## config.mk

```make
export PLATFORM = sky130hd
export DESIGN_NAME = remote_command_error_queue
export DESIGN_NICKNAME = d
export VERILOG_FILES = /design/src/rc_err_pkg.sv /design/src/remote_command_error_queue.sv
export SDC_FILE = /design/constraint.sdc
export NUM_CORES = 1
export LEC_CHECK = 0
export BUFFER_PORTS_ARGS = -buffer_cell sky130_fd_sc_hd__buf_2
export CORE_MARGIN = 2
export CORE_UTILIZATION = 63
export DETAILED_ROUTE_END_ITERATION = 8
export GPL_ROUTABILITY_DRIVEN = 0
export PLACE_DENSITY = 0.84
export SLEW_MARGIN = 10
export SYNTH_ARGS = -nofsm -noshare
export SYNTH_HDL_FRONTEND = slang
export SYNTH_SLANG_ARGS = --single-unit
```

## constraint.sdc

```tcl
create_clock -name i_ref_clk -period 6.25 [get_ports i_ref_clk]
set_clock_uncertainty 0.2 [all_clocks]
set_input_delay 0.625 -clock i_ref_clk [delete_from_list [all_inputs] [get_ports i_ref_clk]]
set_output_delay 0.625 -clock i_ref_clk [all_outputs]
set_load 0.05 [all_outputs]
```

## src/rc_err_pkg.sv

```systemverilog
// Shared constants and types for the remote command front end and its error queue
package rc_err_pkg;

  // ---------------------------------------------------------------------------
  // Bus map
  // ---------------------------------------------------------------------------
  localparam int          AVS_ADDR_W = 5;
  localparam int          AVS_DATA_W = 32;
  localparam logic [4:0]  ADDR_CMD   = 5'h00;
  localparam logic [4:0]  ADDR_MODE  = 5'h04;
  localparam logic [4:0]  ADDR_STATE = 5'h08;
  localparam logic [4:0]  ADDR_POP   = 5'h0c;
  localparam logic [4:0]  ADDR_COUNT = 5'h10;

  // State register fields
  localparam int STATE_OP_LSB  = 0;
  localparam int STATE_OUT_BIT = 2;
  localparam int STATE_ERR_BIT = 3;

  // ---------------------------------------------------------------------------
  // Operating state, command and mode types
  // ---------------------------------------------------------------------------
  typedef enum logic [1:0] {
    ST_LOCAL   = 2'b00,
    ST_REMOTE  = 2'b01,
    ST_LOCKOUT = 2'b10
  } op_state_t;

  typedef enum logic [3:0] {
    OP_NOP           = 4'h0,
    OP_LOCAL         = 4'h1,
    OP_LOCKOUT       = 4'h2,
    OP_REMOTE        = 4'h3,
    OP_OUT_ACTIVATE  = 4'h4,
    OP_OUT_STANDBY   = 4'h5,
    OP_RANGE_HOLD    = 4'h6,
    OP_PROBE_KIND    = 4'h7,
    OP_CJ_SOURCE     = 4'h8,
    OP_SENSOR_SELECT = 4'h9,
    OP_TEMP_MEASURE  = 4'ha,
    OP_PRES_UNITS    = 4'hb,
    OP_PRES_FUNC     = 4'hc,
    OP_RTD_SOURCE    = 4'hd,
    OP_SELECT_PROBE  = 4'he,
    OP_SET_VALUE     = 4'hf
  } cmd_op_t;

  typedef struct packed {
    logic      header_unknown;
    logic      hold_on;
    logic      value_below;
    logic      value_above;
    logic      units_bad;
    logic [4:0] numeric_len;
    logic      nonnumeric;
    logic      param_valid;
    logic      param_present;
    cmd_op_t   op;
  } cmd_t;
  localparam int CMD_W = $bits(cmd_t);

  typedef struct packed {
    logic platinum_reference_probe_selected;
    logic rtd_source;
    logic volts_mode;
    logic tc_source;
    logic measure_mode;
  } mode_t;
  localparam int MODE_W = $bits(mode_t);

  // ---------------------------------------------------------------------------
  // Error codes and classes
  // ---------------------------------------------------------------------------
  typedef enum logic [1:0] {
    CLS_EXE = 2'b00,
    CLS_CME = 2'b01,
    CLS_QYE = 2'b10,
    CLS_DDE = 2'b11
  } err_class_t;

  typedef struct packed {
    err_class_t cls;
    logic [7:0] code;
  } err_entry_t;
  localparam int ENTRY_W = $bits(err_entry_t);

  localparam logic [4:0] NUMERIC_MAX_LEN = 5'h0a;
  localparam logic [7:0] ERR_NONE        = 8'h00;
  localparam logic [7:0] ERR_QUEUE_OVF   = 8'h01;
  localparam logic [7:0] ERR_OUT_MODE    = 8'h64;
  localparam logic [7:0] ERR_NON_NUMERIC = 8'h65;
  localparam logic [7:0] ERR_NUM_LONG    = 8'h66;
  localparam logic [7:0] ERR_UNITS       = 8'h67;
  localparam logic [7:0] ERR_PROBE_CLASH = 8'h68;
  localparam logic [7:0] ERR_ABOVE_RANGE = 8'h69;
  localparam logic [7:0] ERR_BELOW_RANGE = 8'h6a;
  localparam logic [7:0] ERR_MISSING_PAR = 8'h6c;
  localparam logic [7:0] ERR_TEMP_PUNITS = 8'h6d;
  localparam logic [7:0] ERR_HOLD_PARAM  = 8'h6e;
  localparam logic [7:0] ERR_HOLD_VOLTS  = 8'h6f;
  localparam logic [7:0] ERR_PROBE_KIND  = 8'h70;
  localparam logic [7:0] ERR_CJ_SOURCE   = 8'h71;
  localparam logic [7:0] ERR_SENSOR_SEL  = 8'h72;
  localparam logic [7:0] ERR_PRESSURE    = 8'h74;
  localparam logic [7:0] ERR_UNKNOWN_HDR = 8'h75;
  localparam logic [7:0] ERR_BAD_PARAM   = 8'h76;

  // Hardware fault sources, index = bit of hw_evt_t
  typedef struct packed {
    logic adc_fail;
    logic out_of_tol;
    logic overload;
    logic tx_overflow;
    logic cmdbuf_overflow;
    logic rx_overflow;
    logic zero_offset;
  } hw_evt_t;
  localparam int HW_N = $bits(hw_evt_t);

  localparam err_entry_t HW_TABLE [HW_N] = '{
    '{CLS_EXE, 8'h74}, '{CLS_EXE, 8'h78}, '{CLS_EXE, 8'h79}, '{CLS_QYE, 8'h7a},
    '{CLS_DDE, 8'h7b}, '{CLS_DDE, 8'h7c}, '{CLS_DDE, 8'h7d}
  };

endpackage : rc_err_pkg

```

## src/remote_command_error_queue.sv

```systemverilog
// Remote command checker, operating-state control and last-in error queue
//
// Added by the designer: the Avalon-MM interface to the registers and the register offsets.
`timescale 1ns/1ps
`default_nettype none

// What this block does
// - Local command: local state, lockout cleared
// - Lockout command enters lockout state
// - Remote command enters remote state, except from lockout state
// - Pop query returns newest error, removes it
// - Output commands in measure/thermocouple mode: 100
// - Non-numeric character in numeric field: 101
// - Numeric field over ten characters: 102
// - Unknown units name or prefix: 103
// - Resistance source versus platinum probe clash: 104
// - Value above range 105, below 106
// - Missing required parameter: 108
// - Bad temperature or pressure units: 109
// - Bad hold/probe/junction/sensor parameter: 110, 112-114
// - Range hold on outside volts mode: 111
// - No pressure module or zero offset: 116
// - Unrecognised command header: 117
// - Otherwise invalid parameter: 118
// - Serial receive buffer overflow: 120
// - Command string buffer overflow: 121
// - Serial transmit buffer overflow: 122
// - Output overload: 123
// - Self-test fails: tolerance 124, converter 125
// - Empty queue answers pop with zero
module remote_command_error_queue
  import rc_err_pkg::*;
#(
  parameter int QUEUE_DEPTH = 16
) (
  // Clock and reset
  input  wire logic                  i_ref_clk,
  input  wire logic                  i_rst_n,
  // Avalon-MM slave
  input  wire logic [AVS_ADDR_W-1:0] i_avs_address,
  input  wire logic                  i_avs_read,
  input  wire logic                  i_avs_write,
  input  wire logic [AVS_DATA_W-1:0] i_avs_writedata,
  output logic      [AVS_DATA_W-1:0] o_avs_readdata,
  output logic                       o_avs_waitrequest,
  // Fault indications from the instrument
  input  wire hw_evt_t               i_hw_events,
  input  wire logic                  i_pressure_present,
  // Status
  output op_state_t                  o_op_state,
  output logic                       o_output_active,
  output logic                       o_error_pending
);

  localparam int              CNT_W   = $clog2(QUEUE_DEPTH + 1);
  localparam int              QI_W    = $clog2(QUEUE_DEPTH);
  localparam logic [CNT_W-1:0] CNT_ONE = CNT_W'(1);
  localparam logic [CNT_W-1:0] CNT_MAX = CNT_W'(QUEUE_DEPTH);
  localparam err_entry_t      OVF_ENTRY  = '{CLS_DDE, ERR_QUEUE_OVF};
  localparam err_entry_t      NONE_ENTRY = '{CLS_EXE, ERR_NONE};

  // ---------------------------------------------------------------------------
  // Avalon slave: one wait cycle per access
  // ---------------------------------------------------------------------------
  logic                  avs_req;
  logic                  rd_take;
  logic                  wr_done;
  cmd_t                  cmd_q;
  logic                  cmd_stb_q;
  mode_t                 mode_q;
  logic [CNT_W-1:0]      count_q;
  logic [CNT_W-1:0]      count_d;
  logic [QI_W-1:0]       top_idx;
  err_entry_t            mem [QUEUE_DEPTH];
  logic                  pop_req;

  assign avs_req = i_avs_read | i_avs_write;
  assign rd_take = i_avs_read & o_avs_waitrequest;
  assign wr_done = i_avs_write & ~o_avs_waitrequest;
  assign pop_req = rd_take && (i_avs_address == ADDR_POP);
  assign top_idx = QI_W'(count_q - CNT_ONE);

  always_ff @(posedge i_ref_clk) begin
    if (!i_rst_n) begin
      o_avs_waitrequest <= 1'b1;
    end else begin
      o_avs_waitrequest <= ~(avs_req & o_avs_waitrequest);
    end
  end

  always_ff @(posedge i_ref_clk) begin
    if (!i_rst_n) begin
      o_avs_readdata <= '0;
    end else if (rd_take) begin
      unique case (i_avs_address)
        ADDR_CMD:   o_avs_readdata <= AVS_DATA_W'(cmd_q);
        ADDR_MODE:  o_avs_readdata <= AVS_DATA_W'(mode_q);
        ADDR_STATE: begin
          o_avs_readdata <= '0;
          o_avs_readdata[STATE_OP_LSB +: 2] <= o_op_state;
          o_avs_readdata[STATE_OUT_BIT]     <= o_output_active;
          o_avs_readdata[STATE_ERR_BIT]     <= o_error_pending;
        end
        ADDR_POP: begin
          if (count_q == '0) begin
            o_avs_readdata <= AVS_DATA_W'(NONE_ENTRY);
          end else begin
            o_avs_readdata <= AVS_DATA_W'(mem[top_idx]);
          end
        end
        ADDR_COUNT: o_avs_readdata <= AVS_DATA_W'(count_q);
        default:    o_avs_readdata <= '0;
      endcase
    end
  end

  // Command and mode registers
  always_ff @(posedge i_ref_clk) begin
    if (!i_rst_n) begin
      cmd_q     <= '0;
      cmd_stb_q <= 1'b0;
    end else begin
      cmd_stb_q <= wr_done && (i_avs_address == ADDR_CMD);
      if (wr_done && (i_avs_address == ADDR_CMD)) begin
        cmd_q <= i_avs_writedata[CMD_W-1:0];
      end
    end
  end

  always_ff @(posedge i_ref_clk) begin
    if (!i_rst_n) begin
      mode_q <= '0;
    end else if (wr_done && (i_avs_address == ADDR_MODE)) begin
      mode_q <= i_avs_writedata[MODE_W-1:0];
    end
  end

  // ---------------------------------------------------------------------------
  // Command checking
  // ---------------------------------------------------------------------------
  logic       cmd_err_hit;
  err_entry_t cmd_err;
  logic       needs_param;

  always_comb begin
    cmd_err_hit = 1'b0;
    cmd_err     = NONE_ENTRY;
    needs_param = cmd_q.op inside {OP_RANGE_HOLD, OP_PROBE_KIND, OP_CJ_SOURCE,
                                   OP_SENSOR_SELECT, OP_TEMP_MEASURE, OP_PRES_UNITS,
                                   OP_SET_VALUE};
    if (cmd_q.header_unknown) begin
      cmd_err = '{CLS_CME, ERR_UNKNOWN_HDR};
    end else if (needs_param && !cmd_q.param_present) begin
      cmd_err = '{CLS_CME, ERR_MISSING_PAR};
    end else if (cmd_q.nonnumeric) begin
      cmd_err = '{CLS_CME, ERR_NON_NUMERIC};
    end else if (cmd_q.numeric_len > NUMERIC_MAX_LEN) begin
      cmd_err = '{CLS_EXE, ERR_NUM_LONG};
    end else if (cmd_q.units_bad) begin
      cmd_err = '{CLS_CME, ERR_UNITS};
    end else begin
      unique case (cmd_q.op)
        OP_OUT_ACTIVATE, OP_OUT_STANDBY: begin
          if (mode_q.measure_mode || mode_q.tc_source) begin
            cmd_err = '{CLS_EXE, ERR_OUT_MODE};
          end
        end
        OP_RANGE_HOLD: begin
          if (!cmd_q.param_valid) begin
            cmd_err = '{CLS_CME, ERR_HOLD_PARAM};
          end else if (cmd_q.hold_on && !mode_q.volts_mode) begin
            cmd_err = '{CLS_EXE, ERR_HOLD_VOLTS};
          end
        end
        OP_PROBE_KIND: begin
          if (!cmd_q.param_valid) cmd_err = '{CLS_CME, ERR_PROBE_KIND};
        end
        OP_CJ_SOURCE: begin
          if (!cmd_q.param_valid) cmd_err = '{CLS_CME, ERR_CJ_SOURCE};
        end
        OP_SENSOR_SELECT: begin
          if (!cmd_q.param_valid) cmd_err = '{CLS_CME, ERR_SENSOR_SEL};
        end
        OP_TEMP_MEASURE, OP_PRES_UNITS: begin
          if (!cmd_q.param_valid) cmd_err = '{CLS_CME, ERR_TEMP_PUNITS};
        end
        OP_PRES_FUNC: begin
          if (!i_pressure_present) cmd_err = '{CLS_EXE, ERR_PRESSURE};
        end
        OP_RTD_SOURCE: begin
          if (mode_q.platinum_reference_probe_selected) cmd_err = '{CLS_EXE, ERR_PROBE_CLASH};
        end
        OP_SELECT_PROBE: begin
          if (mode_q.rtd_source) cmd_err = '{CLS_EXE, ERR_PROBE_CLASH};
        end
        OP_SET_VALUE: begin
          if (cmd_q.value_above) begin
            cmd_err = '{CLS_EXE, ERR_ABOVE_RANGE};
          end else if (cmd_q.value_below) begin
            cmd_err = '{CLS_EXE, ERR_BELOW_RANGE};
          end else if (!cmd_q.param_valid) begin
            cmd_err = '{CLS_CME, ERR_BAD_PARAM};
          end
        end
        default: begin
          if (cmd_q.param_present && !cmd_q.param_valid) begin
            cmd_err = '{CLS_CME, ERR_BAD_PARAM};
          end
        end
      endcase
    end
    cmd_err_hit = cmd_stb_q && (cmd_err.code != ERR_NONE);
  end

  // ---------------------------------------------------------------------------
  // Operating state and output activity
  // ---------------------------------------------------------------------------
  always_ff @(posedge i_ref_clk) begin
    if (!i_rst_n) begin
      o_op_state <= ST_LOCAL;
    end else if (cmd_stb_q && !cmd_q.header_unknown) begin
      unique case (cmd_q.op)
        OP_LOCAL:   o_op_state <= ST_LOCAL;
        OP_LOCKOUT: o_op_state <= ST_LOCKOUT;
        OP_REMOTE: begin
          if (o_op_state != ST_LOCKOUT) o_op_state <= ST_REMOTE;
        end
        default:    o_op_state <= o_op_state;
      endcase
    end
  end

  always_ff @(posedge i_ref_clk) begin
    if (!i_rst_n) begin
      o_output_active <= 1'b0;
    end else if (cmd_stb_q && !cmd_err_hit) begin
      if (cmd_q.op == OP_OUT_ACTIVATE) o_output_active <= 1'b1;
      if (cmd_q.op == OP_OUT_STANDBY)  o_output_active <= 1'b0;
    end
  end

  // ---------------------------------------------------------------------------
  // Hardware fault capture, drained one per cycle behind command errors
  // ---------------------------------------------------------------------------
  logic [HW_N-1:0] hw_vec;
  logic [HW_N-1:0] pend_q;
  logic [HW_N-1:0] hw_grant;
  err_entry_t      hw_entry;
  logic            push_valid;
  err_entry_t      push_entry;

  assign hw_vec   = i_hw_events;
  assign hw_grant = cmd_err_hit ? '0 : (pend_q & (~pend_q + HW_N'(1)));

  for (genvar g = 0; g < HW_N; g++) begin : g_pend
    // New fault wins over the clear of the same bit
    always_ff @(posedge i_ref_clk) begin
      if (!i_rst_n) begin
        pend_q[g] <= 1'b0;
      end else begin
        pend_q[g] <= (pend_q[g] & ~hw_grant[g]) | hw_vec[g];
      end
    end
  end

  always_comb begin
    hw_entry = NONE_ENTRY;
    for (int i = 0; i < HW_N; i++) begin
      if (hw_grant[i]) hw_entry = HW_TABLE[i];
    end
  end

  assign push_valid = cmd_err_hit | (|hw_grant);
  assign push_entry = cmd_err_hit ? cmd_err : hw_entry;

  // ---------------------------------------------------------------------------
  // Error queue, newest entry on top
  // ---------------------------------------------------------------------------
  logic            mem_we;
  logic [QI_W-1:0] mem_wa;
  err_entry_t      mem_wd;

  always_comb begin
    count_d = count_q;
    mem_we  = 1'b0;
    mem_wa  = '0;
    mem_wd  = push_entry;
    if (push_valid && pop_req) begin
      mem_we = 1'b1;
      if (count_q == '0) begin
        count_d = CNT_ONE;
      end else begin
        mem_wa = top_idx;
      end
    end else if (push_valid) begin
      mem_we = 1'b1;
      if (count_q == CNT_MAX) begin
        mem_wa = top_idx;
        mem_wd = OVF_ENTRY;
      end else begin
        mem_wa  = count_q[QI_W-1:0];
        count_d = count_q + CNT_ONE;
      end
    end else if (pop_req && (count_q != '0)) begin
      count_d = count_q - CNT_ONE;
    end
  end

  always_ff @(posedge i_ref_clk) begin
    if (mem_we) mem[mem_wa] <= mem_wd;
  end

  always_ff @(posedge i_ref_clk) begin
    if (!i_rst_n) begin
      count_q         <= '0;
      o_error_pending <= 1'b0;
    end else begin
      count_q         <= count_d;
      o_error_pending <= (count_d != '0);
    end
  end
endmodule : remote_command_error_queue

`default_nettype wire

```

Yosys cells after proc, flatten, opt, wreduce, memory -nomap -nowiden --
Memory sizes are Yosys's and may differ from the RTL's. Cells that the tools add are included.
Word-level totals: register bits after elaboration 72, latch bits 0, RAM bits 160, ROM bits 0, bits of input ports 49, output and inout port bits 37, memories 1
Memory list:
- mem | words 16, bits a word 10, rd ports 1, clocked after memory_dff 0, write ports 1, line remote_command_error_queue.sv:74 | err_entry_t mem [QUEUE_DEPTH];
Operators by class: $add $sub $neg 3, $mul 0, divide/modulo/power cells 0, $lt $le $gt $ge 1, eq/ne operators 22, shift operators 0, muxes and demuxes 51, bitwise gates (word level) 30, reductions and logical operators 30
Operator list (count):
- 10-bit two-way mux | 16
- 10-bit one-hot mux with 10 select lines | 1
- 17-bit one-hot mux with 5 select lines | 1
- 9-bit two-way mux | 9
- 7-bit two-way mux | 7
- 4-bit equality test (second input constant) | 8
- 5-bit two-way mux | 5
- 4-bit by 3-bit equality test with 1-bit output (second input constant) | 4
- 4-bit two-way mux | 4
- 1-bit logical AND | 11
- 1-bit bitwise AND | 10
- 5-bit by 4-bit equality test with 1-bit output (second input constant) | 2
- 5-bit equality test (second input constant) | 2
- 5-bit logical NOT | 2
- 5-bit nonzero test | 2
- 1-bit inverter | 9
- 1-bit OR | 9
- 4-bit by 2-bit equality test with 1-bit output (second input constant) | 2
- 8-bit nonzero test | 1
- 7-bit by 1-bit adder with 7-bit output (second input constant) | 1
- 7-bit bitwise AND | 1
- 7-bit inverter | 1
- 7-bit nonzero test | 1
- 7-bit OR reduction | 1
- other kinds (16) | 27

Logic depth before layout (Yosys ltp) --
Gate-level depths: netlist of the first run.
depth after elaboration 24, mapped depth 14

Least setup slack after synthesis of the first run --
No wires, ideal clock.
path kind input to register, start input i_pressure_present, end memory mem[0][4] (netlist name), data pin, setup time 0.336 ns, arrival time 3.112 ns, setup slack 2.602 ns, stages on the path 7, buffers on the path 1, cells stage by stage o41ai_1 -> nor4_2 -> a41oi_4 -> nor2_2 -> buf_2 -> a21oi_1 -> a21boi_0
RTL lines:
- from (decl) | line remote_command_error_queue.sv:48 | input wire logic i_pressure_present,
- to (decl) | line remote_command_error_queue.sv:74

Worst setup path in the final report of the first run --
start register cmd_q[3] (netlist name), end memory mem[13][9] (netlist name), enable pin
Between the ends: cells in the longest elaborated chain, start to end 17, elaborated cells on any way between the ends 34, those cells by class eq/ne (12); mux (13); bitwise (1); reduce/logical (8)
Ends and longest elaborated chain:
- from (decl) | line remote_command_error_queue.sv:68 | cmd_t cmd_q;
- from (signal assigned) | line remote_command_error_queue.sv:125 | cmd_q <= i_avs_writedata[CMD_W-1:0];
- 4-bit equality test / 4-bit by 3-bit equality test with 1-bit output (equally long branches) | line remote_command_error_queue.sv:148, remote_command_error_queue.sv:162
- 2-bit OR reduction (on tied branches)
- 10-bit one-hot mux with 10 select lines | line remote_command_error_queue.sv:162 | unique case (cmd_q.op)
- 10-bit two-way mux | line remote_command_error_queue.sv:159 | end else if (cmd_q.units_bad) begin
- 10-bit two-way mux | line remote_command_error_queue.sv:157 | end else if (cmd_q.numeric_len > NUMERIC_MAX_LEN) begin
- 10-bit two-way mux | line remote_command_error_queue.sv:155 | end else if (cmd_q.nonnumeric) begin
- 10-bit two-way mux (*) | line remote_command_error_queue.sv:153 | end else if (needs_param && !cmd_q.param_present) begin
- 10-bit two-way mux (*) | line remote_command_error_queue.sv:151 | if (cmd_q.header_unknown) begin
- 8-bit nonzero test (*) | line remote_command_error_queue.sv:212 | cmd_err_hit = cmd_stb_q && (cmd_err.code != ERR_NONE);
- 1-bit logical AND (*) | line remote_command_error_queue.sv:212
- 7-bit two-way mux | line remote_command_error_queue.sv:253 | assign hw_grant = cmd_err_hit ? '0 : (pend_q & (~pend_q + HW_N'(1)));
- 7-bit OR reduction | line remote_command_error_queue.sv:273 | assign push_valid = cmd_err_hit | (|hw_grant);
- 1-bit OR (*) | line remote_command_error_queue.sv:273
- 1-bit two-way mux / 1-bit logical AND (equally long branches) | line remote_command_error_queue.sv:295, remote_command_error_queue.sv:288
- 1-bit two-way mux | line remote_command_error_queue.sv:288 | if (push_valid && pop_req) begin
- 1-bit two-way mux | line remote_command_error_queue.sv:310 | if (mem_we) mem[mem_wa] <= mem_wd;
- 1-bit two-way mux (implied by the code) | line remote_command_error_queue.sv:310
Mark *: on every way between the ends. The rest lies on a longest branch, timed or not.

==> impl_metrics.json, run 1 <==
{
  "status": "complete, no violations",
  "hold_path_end": "pend_q[2]$_SDFF_PN0_",
  "final_util": 0.710,
  "grt_max_degree": 58,
  "grt_first_pass_wirelength_um": 29100,
  "antenna_found_initial": 0,
  "post_cts_buffers": 0,
  "synth_area_leaders": "edfxtp_1 (46%), dfxtp_1 (14%), mux4_2 (8.6%)",
  "cp_cell_sequence": "nand2_1 > o41ai_1 > nor4_2 > a41oi_4 > nor2_2 > a311oi_1 > nand2_1 > nor2_1",
  "synth_common_cells": "edfxtp_1 (128), nand2_1 (80), dfxtp_1 (57), nor2_1 (44), a21oi_1 (34)",
  "finalCritPeriodShare": 0.660,
  "initial_utilization": 0.639,
  "cts_tree": "done",
  "h-tree-depth": 4,
  "diodes": 0,
  "synth.distinct_cells": 68,
  "clk_pin_slew_worst_paths_ps": 70,
  "grt_pass1_vias": 5388,
  "overflow": 0,
  "viasPerCell": 6.34,
  "netlist.area_leader.share": 0.458,
  "drtPass1Iterations": 6,
  "clock_sinks": 185,
  "avgSynthCellArea_um2": 12.7,
  "holdCritStartpoint": "i_hw_events[2]",
  "slew_headroom": 0.281,
  "reg2reg_depth": 8,
  "hpwl_um": 12300,
  "regArea_um2": 4990,
  "ant_nets": 0,
  "synth-main-ff-cell": "edfxtp_1",
  "port-buffer-count": 55,
  "yosysWarnings": 0,
  "routedWlPerCell_um": 20.8,
  "hold_buffers": 0,
  "setup_tns_ps": 0,
  "cts_made_buffers": 17,
  "multi_input_area_um2": 3150,
  "rsz0062_at_grt": "false",
  "syn_inst": 661,
  "die_height_um": 119,
  "yosysMostFrequentCell": "edfxtp_1",
  "drive_gt1_frac": 0.208,
  "cap_violations": 0,
  "yosysTopAreaCell": "edfxtp_1",
  "syn_area_um2": 8390,
  "maxSlewViolCount": 0,
  "critPathMaxFanout": 17,
  "crit_required_ps": 6110,
  "fin_nets": 757,
  "cpPeakStageDelay_ps": 730,
  "min_path_cells": 2,
  "drt_iter0_drc": 641,
  "slowest_stage": "nor2_1",
  "hold_path_class": "input port to register",
  "drc_errors": 0,
  "r2r_start": "cmd_q[3]$_SDFFE_PN0P_",
  "cp-start-kind": "register",
  "clk_path_buf_depth": 2,
  "ys_seq_area_frac": 0.594,
  "syn_to_final_growth_pct": 11.2,
  "clk_latency_ps": 430,
  "cts_resized": 0,
  "synth-edff-count": 128,
  "setup_violations": 0,
  "grt_usage": 0.272,
  "n_fill_cell": 877,
  "power_density_nw_per_um2": 306,
  "ir_drop_v": 0.000252,
  "crit_type": "register to register",
  "fmax_mhz": 242,
  "vias": 5666,
  "synthArstFlopShare": 0,
  "p_leak_nw": 3.17,
  "min_period_ps": 4130,
  "tightest_slew_ps": 1070,
  "hold_viol": 0,
  "cts-root-buf": "clkbuf_16",
  "core_um2": 13100,
  "cp.arrival_ps": 3980,
  "dieWidth_um": 119,
  "cp-end-kind": "register",
  "die_area_um2": 14300,
  "rows": 42,
  "wirelength_um": 18600,
  "r2r_end": "mem[13][9]$_DFFE_PP_",
  "ios": 86,
  "rrSetupSlack_ps": 2120,
  "ys_ff_latch": 185,
  "crit_top_cell": "nand2_1"
}
flip-flops by register name, indices dropped and copies added, names as in the netlist, 2 cells and up:
signal and cells:
mode_q 5, count_q 5, o_op_state 2, mem 128, cmd_q 17, o_avs_readdata 17, pend_q 7
power breakdown:
group | leakage, nW | switching (mW) | internal (mW) | total (mW)
Sequential | 1.62 | 0.0192 | 1.37 | 1.39
Combinational | 1.26 | 0.234 | 0.143 | 0.377
Clock | 0.294 | 0.487 | 0.606 | 1.09
Total | 3.17 | 0.741 | 2.12 | 2.86
metal layers:
metal  track usage  wire [um]
met5             0          0
met2         0.444       9210
met1         0.366       7600
met4         0.100        492
met3        0.0551       1300
cell type report:
| cell class | instances | area share |
|---|---|---|
| sequential | 185 | 0.534 |
| multi-input combinational | 429 | 0.338 |
| clock buffer | 17 | 0.0456 |
| timing repair buffer | 62 | 0.0351 |
| tap | 176 | 0.0236 |
| clock inverter | 15 | 0.0196 |
| inverter | 10 | 0.00402 |
how the worst max path moves through the flow:
stage                               start              endpoint  slack (ps)
CTS                 cmd_q[1]$_SDFFE_PN0P_  mem[10][3]$_DFFE_PP_        2190
detailed placement  cmd_q[1]$_SDFFE_PN0P_   mem[7][3]$_DFFE_PP_        2220
global route        cmd_q[3]$_SDFFE_PN0P_  mem[11][9]$_DFFE_PP_        1940
global placement    cmd_q[3]$_SDFFE_PN0P_  mem[10][1]$_DFFE_PP_        2350
finish              cmd_q[3]$_SDFFE_PN0P_  mem[13][9]$_DFFE_PP_        2120
floorplan              i_pressure_present   mem[0][4]$_DFFE_PP_        2600
cell usage in the layout, fill, tap and decap left out, drive strengths merged, types with 17 or more instances in the layout:
cell / instances
o21ai: 18
inv: 17
edfxtp: 128
a21oi: 35
a21boi: 28
buf: 62
nor2: 45
mux4: 32
clkbuf: 17
dfxtp: 57
nand2: 80
nor2b: 22
stage by stage:
| step | instance area, um^2 | instances | worst slack (ps) | power (mW) | hold WS, ps |
|---|---|---|---|---|---|
| 5_1_grt | 9330 | 894 | 1940 | 2.94 | 205 |
| 4_1_cts | 9330 | 894 | 2190 | 2.87 | 192 |
| 3_5_place_dp | 8720 | 862 | 2220 | 1.78 | 256 |
| 6_report | 9330 | 894 | 2120 | 2.86 | 204 |
| 3_3_place_gp | 8720 | 862 | 2350 | 1.77 | 252 |
| 2_1_floorplan | 8440 | 675 | 2600 | 1.68 | 244 |
critical path: cells and delay by family (launching register included):
| family | cells | cell delay (ps) |
|---|---|---|
| flip-flops | 1 | 710 |
| AO/OA/AOI/OAI | 3 | 1350 |
| AND/OR/NAND/NOR | 5 | 1470 |
cell families after synthesis:
family	Yosys count	share of synthesized area
compound gates	130	0.109
xor+xnor	6	0.00626
fa+ha+maj	3	0.00447
buf+inv	61	0.0380
flops	185	0.594
mux	58	0.118
other cells	1	0.000447
simple gates	217	0.129
(Power assumes the default switching activity.)
==> inputs of run 2 (changes only) <==
- CORE_UTILIZATION: 63 -> 53
- PLACE_DENSITY: 0.84 -> 0.76
- clock period: 6.25 -> 3.7 ns (I/O delays scaled with it)
==> run 2 against run 1 <==
Against the previous run:
- combinational power is 86% higher
- clock-buffer cell count is 7 higher
- critical endpoint is now mem[5][6]$_DFFE_PP_
- fmax is 21% higher
- sequential power is 68% higher
- critical path type unchanged
==> impl_metrics.json, run 2 (same netlist as run 1, synthesis figures left out) <==
{
  "status": "complete, no violations",
  "crit_type": "register to register",
  "ios": 86,
  "crit_path_start": "cmd_q[3]$_SDFFE_PN0P_",
  "ant_nets": 0,
  "reg2reg_depth": 9,
  "fmax_mhz": 293,
  "vias": 5765,
  "routedWlPerCell_um": 19.8,
  "final_cell_mix": "edfxtp_1 (128), nand2_1 (80), dfxtp_1 (56)",
  "largestRegisters": "mem x128, cmd_q x17, o_avs_readdata x17",
  "place_inst": 921,
  "diodes": 0,
  "r2r_end": "mem[5][6]$_DFFE_PP_",
  "crit_end": "mem[5][6]$_DFFE_PP_",
  "largest_reg_flops": 128,
  "die_area_um2": 16900,
  "final_common_cell": "edfxtp_1",
  "viasPerCell": 5.90,
  "clk_pin_slew_worst_paths_ps": 70,
  "min_period_ps": 3410,
  "n_fill_cell": 1084,
  "drtPass1Iterations": 6,
  "rrSetupSlack_ps": 290,
  "rows": 45,
  "rsz0062_at_grt": "false",
  "grt_max_degree": 58,
  "syn_to_final_growth_pct": 17.0,
  "h-tree-depth": 4,
  "critPathMaxFanout": 17,
  "clk_latency_ps": 440,
  "drc_errors": 0,
  "clock_sinks": 185,
  "cts_tree": "done",
  "die_height_um": 130,
  "hold_path_class": "input port to register",
  "path_buf_inv": 2,
  "wirelength_um": 19300,
  "initial_utilization": 0.548,
  "gr-usage-met3": 0.0496,
  "grt_use_met1": 0.319,
  "cp-end-kind": "register",
  "grt.busiest_layer": "met2",
  "cpPeakStageDelay_ps": 710,
  "core_um2": 15300,
  "tightest_slew_ps": 1150,
  "drive_gt1_frac": 0.223,
  "ir_drop_v": 0.000355,
  "power_density_nw_per_um2": 502,
  "grt.met2_usage": 0.414,
  "crit_required_ps": 3640,
  "path_delay_family": "compound AO/OA/AOI/OAI gates",
  "clk_path_buf_depth": 2,
  "top_register": "mem",
  "crit_top_cell": "buf_4",
  "slowest_stage": "dfxtp_1",
  "grt_usage": 0.243,
  "grt_pass1_vias": 5618,
  "instances_no_fill": 977,
  "cp.arrival_ps": 3350,
  "r2r_start": "cmd_q[3]$_SDFFE_PN0P_",
  "port-buffer-count": 55,
  "hpwl_um": 12700,
  "setup_violations": 0,
  "post_cts_buffers": 0,
  "antenna_found_initial": 0,
  "cp_cell_sequence": "nand2_1 > o41ai_1 > nor4_2 > a41oi_4 > buf_4 > o21ai_0 > or2_1 > nor2_1 > buf_4",
  "setup_tns_ps": 0,
  "cts-root-buf": "clkbuf_16",
  "p_leak_nw": 3.41,
  "hold_viol": 0,
  "grt_first_pass_wirelength_um": 30700,
  "drt_iter0_drc": 644,
  "fin_nets": 805,
  "finalCritPeriodShare": 0.921,
  "overflow": 0,
  "cp-start-kind": "register",
  "cap_violations": 0,
  "maxSlewViolCount": 0,
  "cts_made_buffers": 17,
  "total_power_mw": 4.92,
  "worst-path-stages": 9,
  "dieWidth_um": 130,
  "slew_headroom": 0.226
}
[run 2: changes by cell type in the layout (fill, tap and decap cells not counted), sizes merged, moves of 2 or more]
cell | before | now
buf | 62 | 86
clkbuf | 17 | 24
clkinv | 4 | 1
clkinvlp | 2 | 0
dlygate4sd3 | 0 | 24
[run 2: worst register-to-register path, stage by stage, from the launching register on]
cell     delay [ps]
dfxtp_1         710
nand2_1         170
o41ai_1         470
nor4_2          150
a41oi_4         290
buf_4           250
o21ai_0         220
or2_1           330
nor2_1          130
buf_4           200
[run 2: per-stage QoR]
| stage | instance area, um^2 | utilization | setup WS (ps) | hold WS [ps] |
|---|---|---|---|---|
| global route | 9810 | 0.641 | 48.7 | 18.5 |
| CTS | 9810 | 0.640 | 342 | 0.412 |
| global placement | 8940 | 0.584 | 477 | 248 |
| finish | 9810 | 0.641 | 292 | 20.4 |
| floorplan | 8440 | - | 96.1 | 244 |
| detailed placement | 8940 | 0.584 | 364 | 258 |
[run 2: power by group]
part           internal, mW  switching (mW)  leakage [nW]  total, mW
clock                  1.10           0.786         0.310       1.89
sequential             2.31          0.0263          1.62       2.33
combinational         0.277           0.423          1.48      0.701
total                  3.69            1.24          3.41       4.92
[run 2: repair_timing]
item / in CTS / in global routing
endpoints found under the hold margin: 23 / 0
gates resized for setup: 0 / 1
setup endpoints to repair: 0 / 2
hold buffers: 24 / 0
[run 2: worst min path at each step]
stage / from / to / slack, ps / depth (start not counted)
global route: i_avs_writedata[9] / cmd_q[9]$_SDFFE_PN0P_ / 20 / 3
finish: i_avs_writedata[9] / cmd_q[9]$_SDFFE_PN0P_ / 20 / 3
global placement: o_avs_readdata[14]$_SDFFE_PN0P_ / o_avs_readdata[14]$_SDFFE_PN0P_ / 250 / 2
CTS: i_avs_writedata[9] / cmd_q[9]$_SDFFE_PN0P_ / 0.4 / 3
detailed placement: o_avs_readdata[7]$_SDFFE_PN0P_ / o_avs_readdata[7]$_SDFFE_PN0P_ / 260 / 2
floorplan: cmd_q[15]$_SDFFE_PN0P_ / cmd_q[15]$_SDFFE_PN0P_ / 240 / 2
[run 2: cell type report]
type / instances / area [um^2] / share of cell area
timing repair buffer: 110 / 748 / 0.0762
sequential: 185 / 4990 / 0.508
multi-input combinational: 429 / 3150 / 0.321
tap: 211 / 264 / 0.0269
clock buffer: 24 / 536 / 0.0546
inverter: 10 / 37.5 / 0.00383
clock inverter: 8 / 91.3 / 0.00931
[run 2: per-layer routing]
layer / vias to the layer above / routed length [um] / share of wire
li1: 2630 / - / -
met1: 2806 / 8110 / 0.42
met2: 289 / 9550 / 0.49
met3: 40 / 1300 / 0.068
met4: 0 / 346 / 0.018
met5: - / 0 / 0
==> inputs of run 3 (changes only) <==
- CORE_UTILIZATION: 53 -> 59
- PLACE_DENSITY: 0.76 -> 0.8
- clock period: 3.7 -> 3.4 ns (I/O delays scaled with it)
==> run 3 against run 2 <==
Against the previous run:
- cell area up 0.27%
- sequential share of layout area down 0.12 points
- utilization up 6.8 points
- flip-flop and latch count unchanged
- worst setup slack worse by 55 ps
- combinational power up 8.0%
- cell count down 2.1%
- routed wire length down 0.24%
- worst hold slack better by 24 ps
- clock-buffer cell count down 6
- largest power group unchanged
==> impl_metrics.json, run 3 (same netlist as run 1, synthesis figures left out) <==
{
  "fin_nets": 815,
  "slew_headroom": 0.437,
  "post_cts_buffers": 0,
  "tightest_slew_ps": 844,
  "diodes": 0,
  "die_area_um2": 15200,
  "crit_type": "register to register",
  "critPathMaxFanout": 16,
  "cp-start-kind": "register",
  "drc_errors": 0,
  "drtPass1Iterations": 5,
  "cts_made_buffers": 17,
  "power_density_nw_per_um2": 530,
  "path_delay_family": "simple AND/OR/NAND/NOR gates",
  "drive_gt1_frac": 0.242,
  "whs_ps": 44.5,
  "rsz0062_at_grt": "false",
  "final_common_cell": "edfxtp_1",
  "overflow": 0,
  "cap_violations": 0,
  "cp-end-kind": "register",
  "port-buffer-count": 55,
  "clock_sinks": 185,
  "antenna_found_initial": 0,
  "cpPeakStageDelay_ps": 600,
  "wirelength_um": 19300,
  "hpwl_um": 12900,
  "cts-root-buf": "clkbuf_16",
  "switching_power_mw": 1.41,
  "slowest_stage": "dfxtp_1",
  "hold_path_class": "input port to register",
  "setup_violations": 0,
  "initial_utilization": 0.604,
  "crit_required_ps": 3230,
  "min_period_ps": 3160,
  "largest_reg_flops": 128,
  "drt_iter0_drc": 679,
  "path_buf_inv": 0,
  "ios": 86,
  "die_height_um": 123,
  "finalCritPeriodShare": 0.930,
  "clk_latency_ps": 440,
  "cp.arrival_ps": 3000,
  "ant_nets": 0,
  "clk_path_buf_depth": 2,
  "cts_tree": "done",
  "rows": 43,
  "grt_usage": 0.272,
  "syn_to_final_growth_pct": 17.3,
  "swShare": 0.270,
  "hold_viol": 0,
  "p_int_mw": 3.81,
  "p_leak_nw": 3.43,
  "core_um2": 13900,
  "routedWlPerCell_um": 20.2,
  "postLayoutCellArea_um2": 9840,
  "maxSlewViolCount": 0,
  "p_comb_frac": 0.145,
  "p_clk_frac": 0.368,
  "grt_pass1_vias": 5747,
  "seqPwrFrac": 0.487,
  "grt_first_pass_wirelength_um": 30400,
  "clk_pin_slew_worst_paths_ps": 70,
  "top_register": "mem",
  "ir_drop_v": 0.000496,
  "final_cell_mix": "edfxtp_1 (128), nand2_1 (80), dfxtp_1 (55), buf_2 (55)",
  "cp_cell_sequence": "nand3b_1 > a21oi_1 > nor4_2 > a41oi_4 > nor2_2 > nor2_1 > nor2_1 > nand2_1",
  "fmax_mhz": 316,
  "crit_top_cell": "nor2_1",
  "viasPerCell": 6.12,
  "status": "complete, no violations",
  "vias": 5854,
  "grt_max_degree": 58,
  "largestRegisters": "mem x128, cmd_q x17, o_avs_readdata x17",
  "dpl_cell_area_um2": 9000,
  "dieWidth_um": 123,
  "h-tree-depth": 4
}
==> run 3: cell count changes in the layout (fill, tap and decap cells not counted), moves of 2 or more <==
| cell | delta |
|---|---|
| nor2_1 | -4 |
| clkinvlp_4 | +2 |
| buf_4 | +9 |
| inv_8 | +5 |
| clkbuf_16 | -3 |
| nor2_4 | +3 |
| clkbuf_8 | -2 |
==> run 3: power groups by stage <==
stage | registers, mW | clock network [mW] | logic, mW
after floorplan | 2.59 | 0 | 0.520
after global placement | 2.58 | 0 | 0.704
after detailed placement | 2.59 | 0 | 0.727
after CTS | 2.54 | 1.94 | 0.759
after global routing | 2.55 | 2.04 | 0.813
final | 2.54 | 1.92 | 0.757
==> run 3: worst paths after layout <==
check	startpoint	end	slack (ps)	depth (start not counted)
min	i_avs_writedata[10]	cmd_q[10]$_SDFFE_PN0P_	40	3
max	cmd_q[0]$_SDFFE_PN0P_	mem[11][8]$_DFFE_PP_	240	8
min reg2reg	o_avs_readdata[7]$_SDFFE_PN0P_	o_avs_readdata[7]$_SDFFE_PN0P_	270	2
max reg2reg	cmd_q[0]$_SDFFE_PN0P_	mem[11][8]$_DFFE_PP_	240	8
==> run 3: stage by stage <==
| step | setup TNS, ps | power, mW | utilization | cells | setup WS [ps] |
|---|---|---|---|---|---|
| 4_1_cts | 0 | 5.24 | 0.708 | 956 | 127 |
| 3_5_place_dp | 0 | 3.32 | 0.649 | 899 | 197 |
| 3_3_place_gp | 0 | 3.29 | 0.649 | 899 | 350 |
| 2_1_floorplan | -2220 | 3.11 | - | 675 | -73.1 |
| 5_1_grt | 0 | 5.40 | 0.709 | 956 | 41.1 |
| 6_report | 0 | 5.22 | 0.709 | 956 | 237 |
==> run 3: cell type report <==
class | count | area [um^2]
clock buffers | 18 | 429
clock inverters | 14 | 150
fillers | 886 | 4040
inverters | 10 | 37.5
multi-input cells | 429 | 3180
flip-flops and latches | 185 | 4990
well taps | 180 | 225
repair buffers | 120 | 826
==> run 3: repair_timing <==
item,in CTS,in global routing
endpoints found under the setup margin,0,134
hold buffers,25,0
endpoints found under the hold margin,27,0
resized for setup,0,2
==> run 3: layer usage <==
layer,track usage,wire length (um),vias up
li1,-,-,2660
met1,0.347,7790,2818
met2,0.452,9450,313
met3,0.0540,1290,63
met4,0.126,740,0
met5,0,0,-
==> run 3: worst min-delay path, delay by kind of cell <==
family / cells / cell delay (ps)
buf+inv: 1 / 100
simple gates: 1 / 60
compound gates: 1 / 120
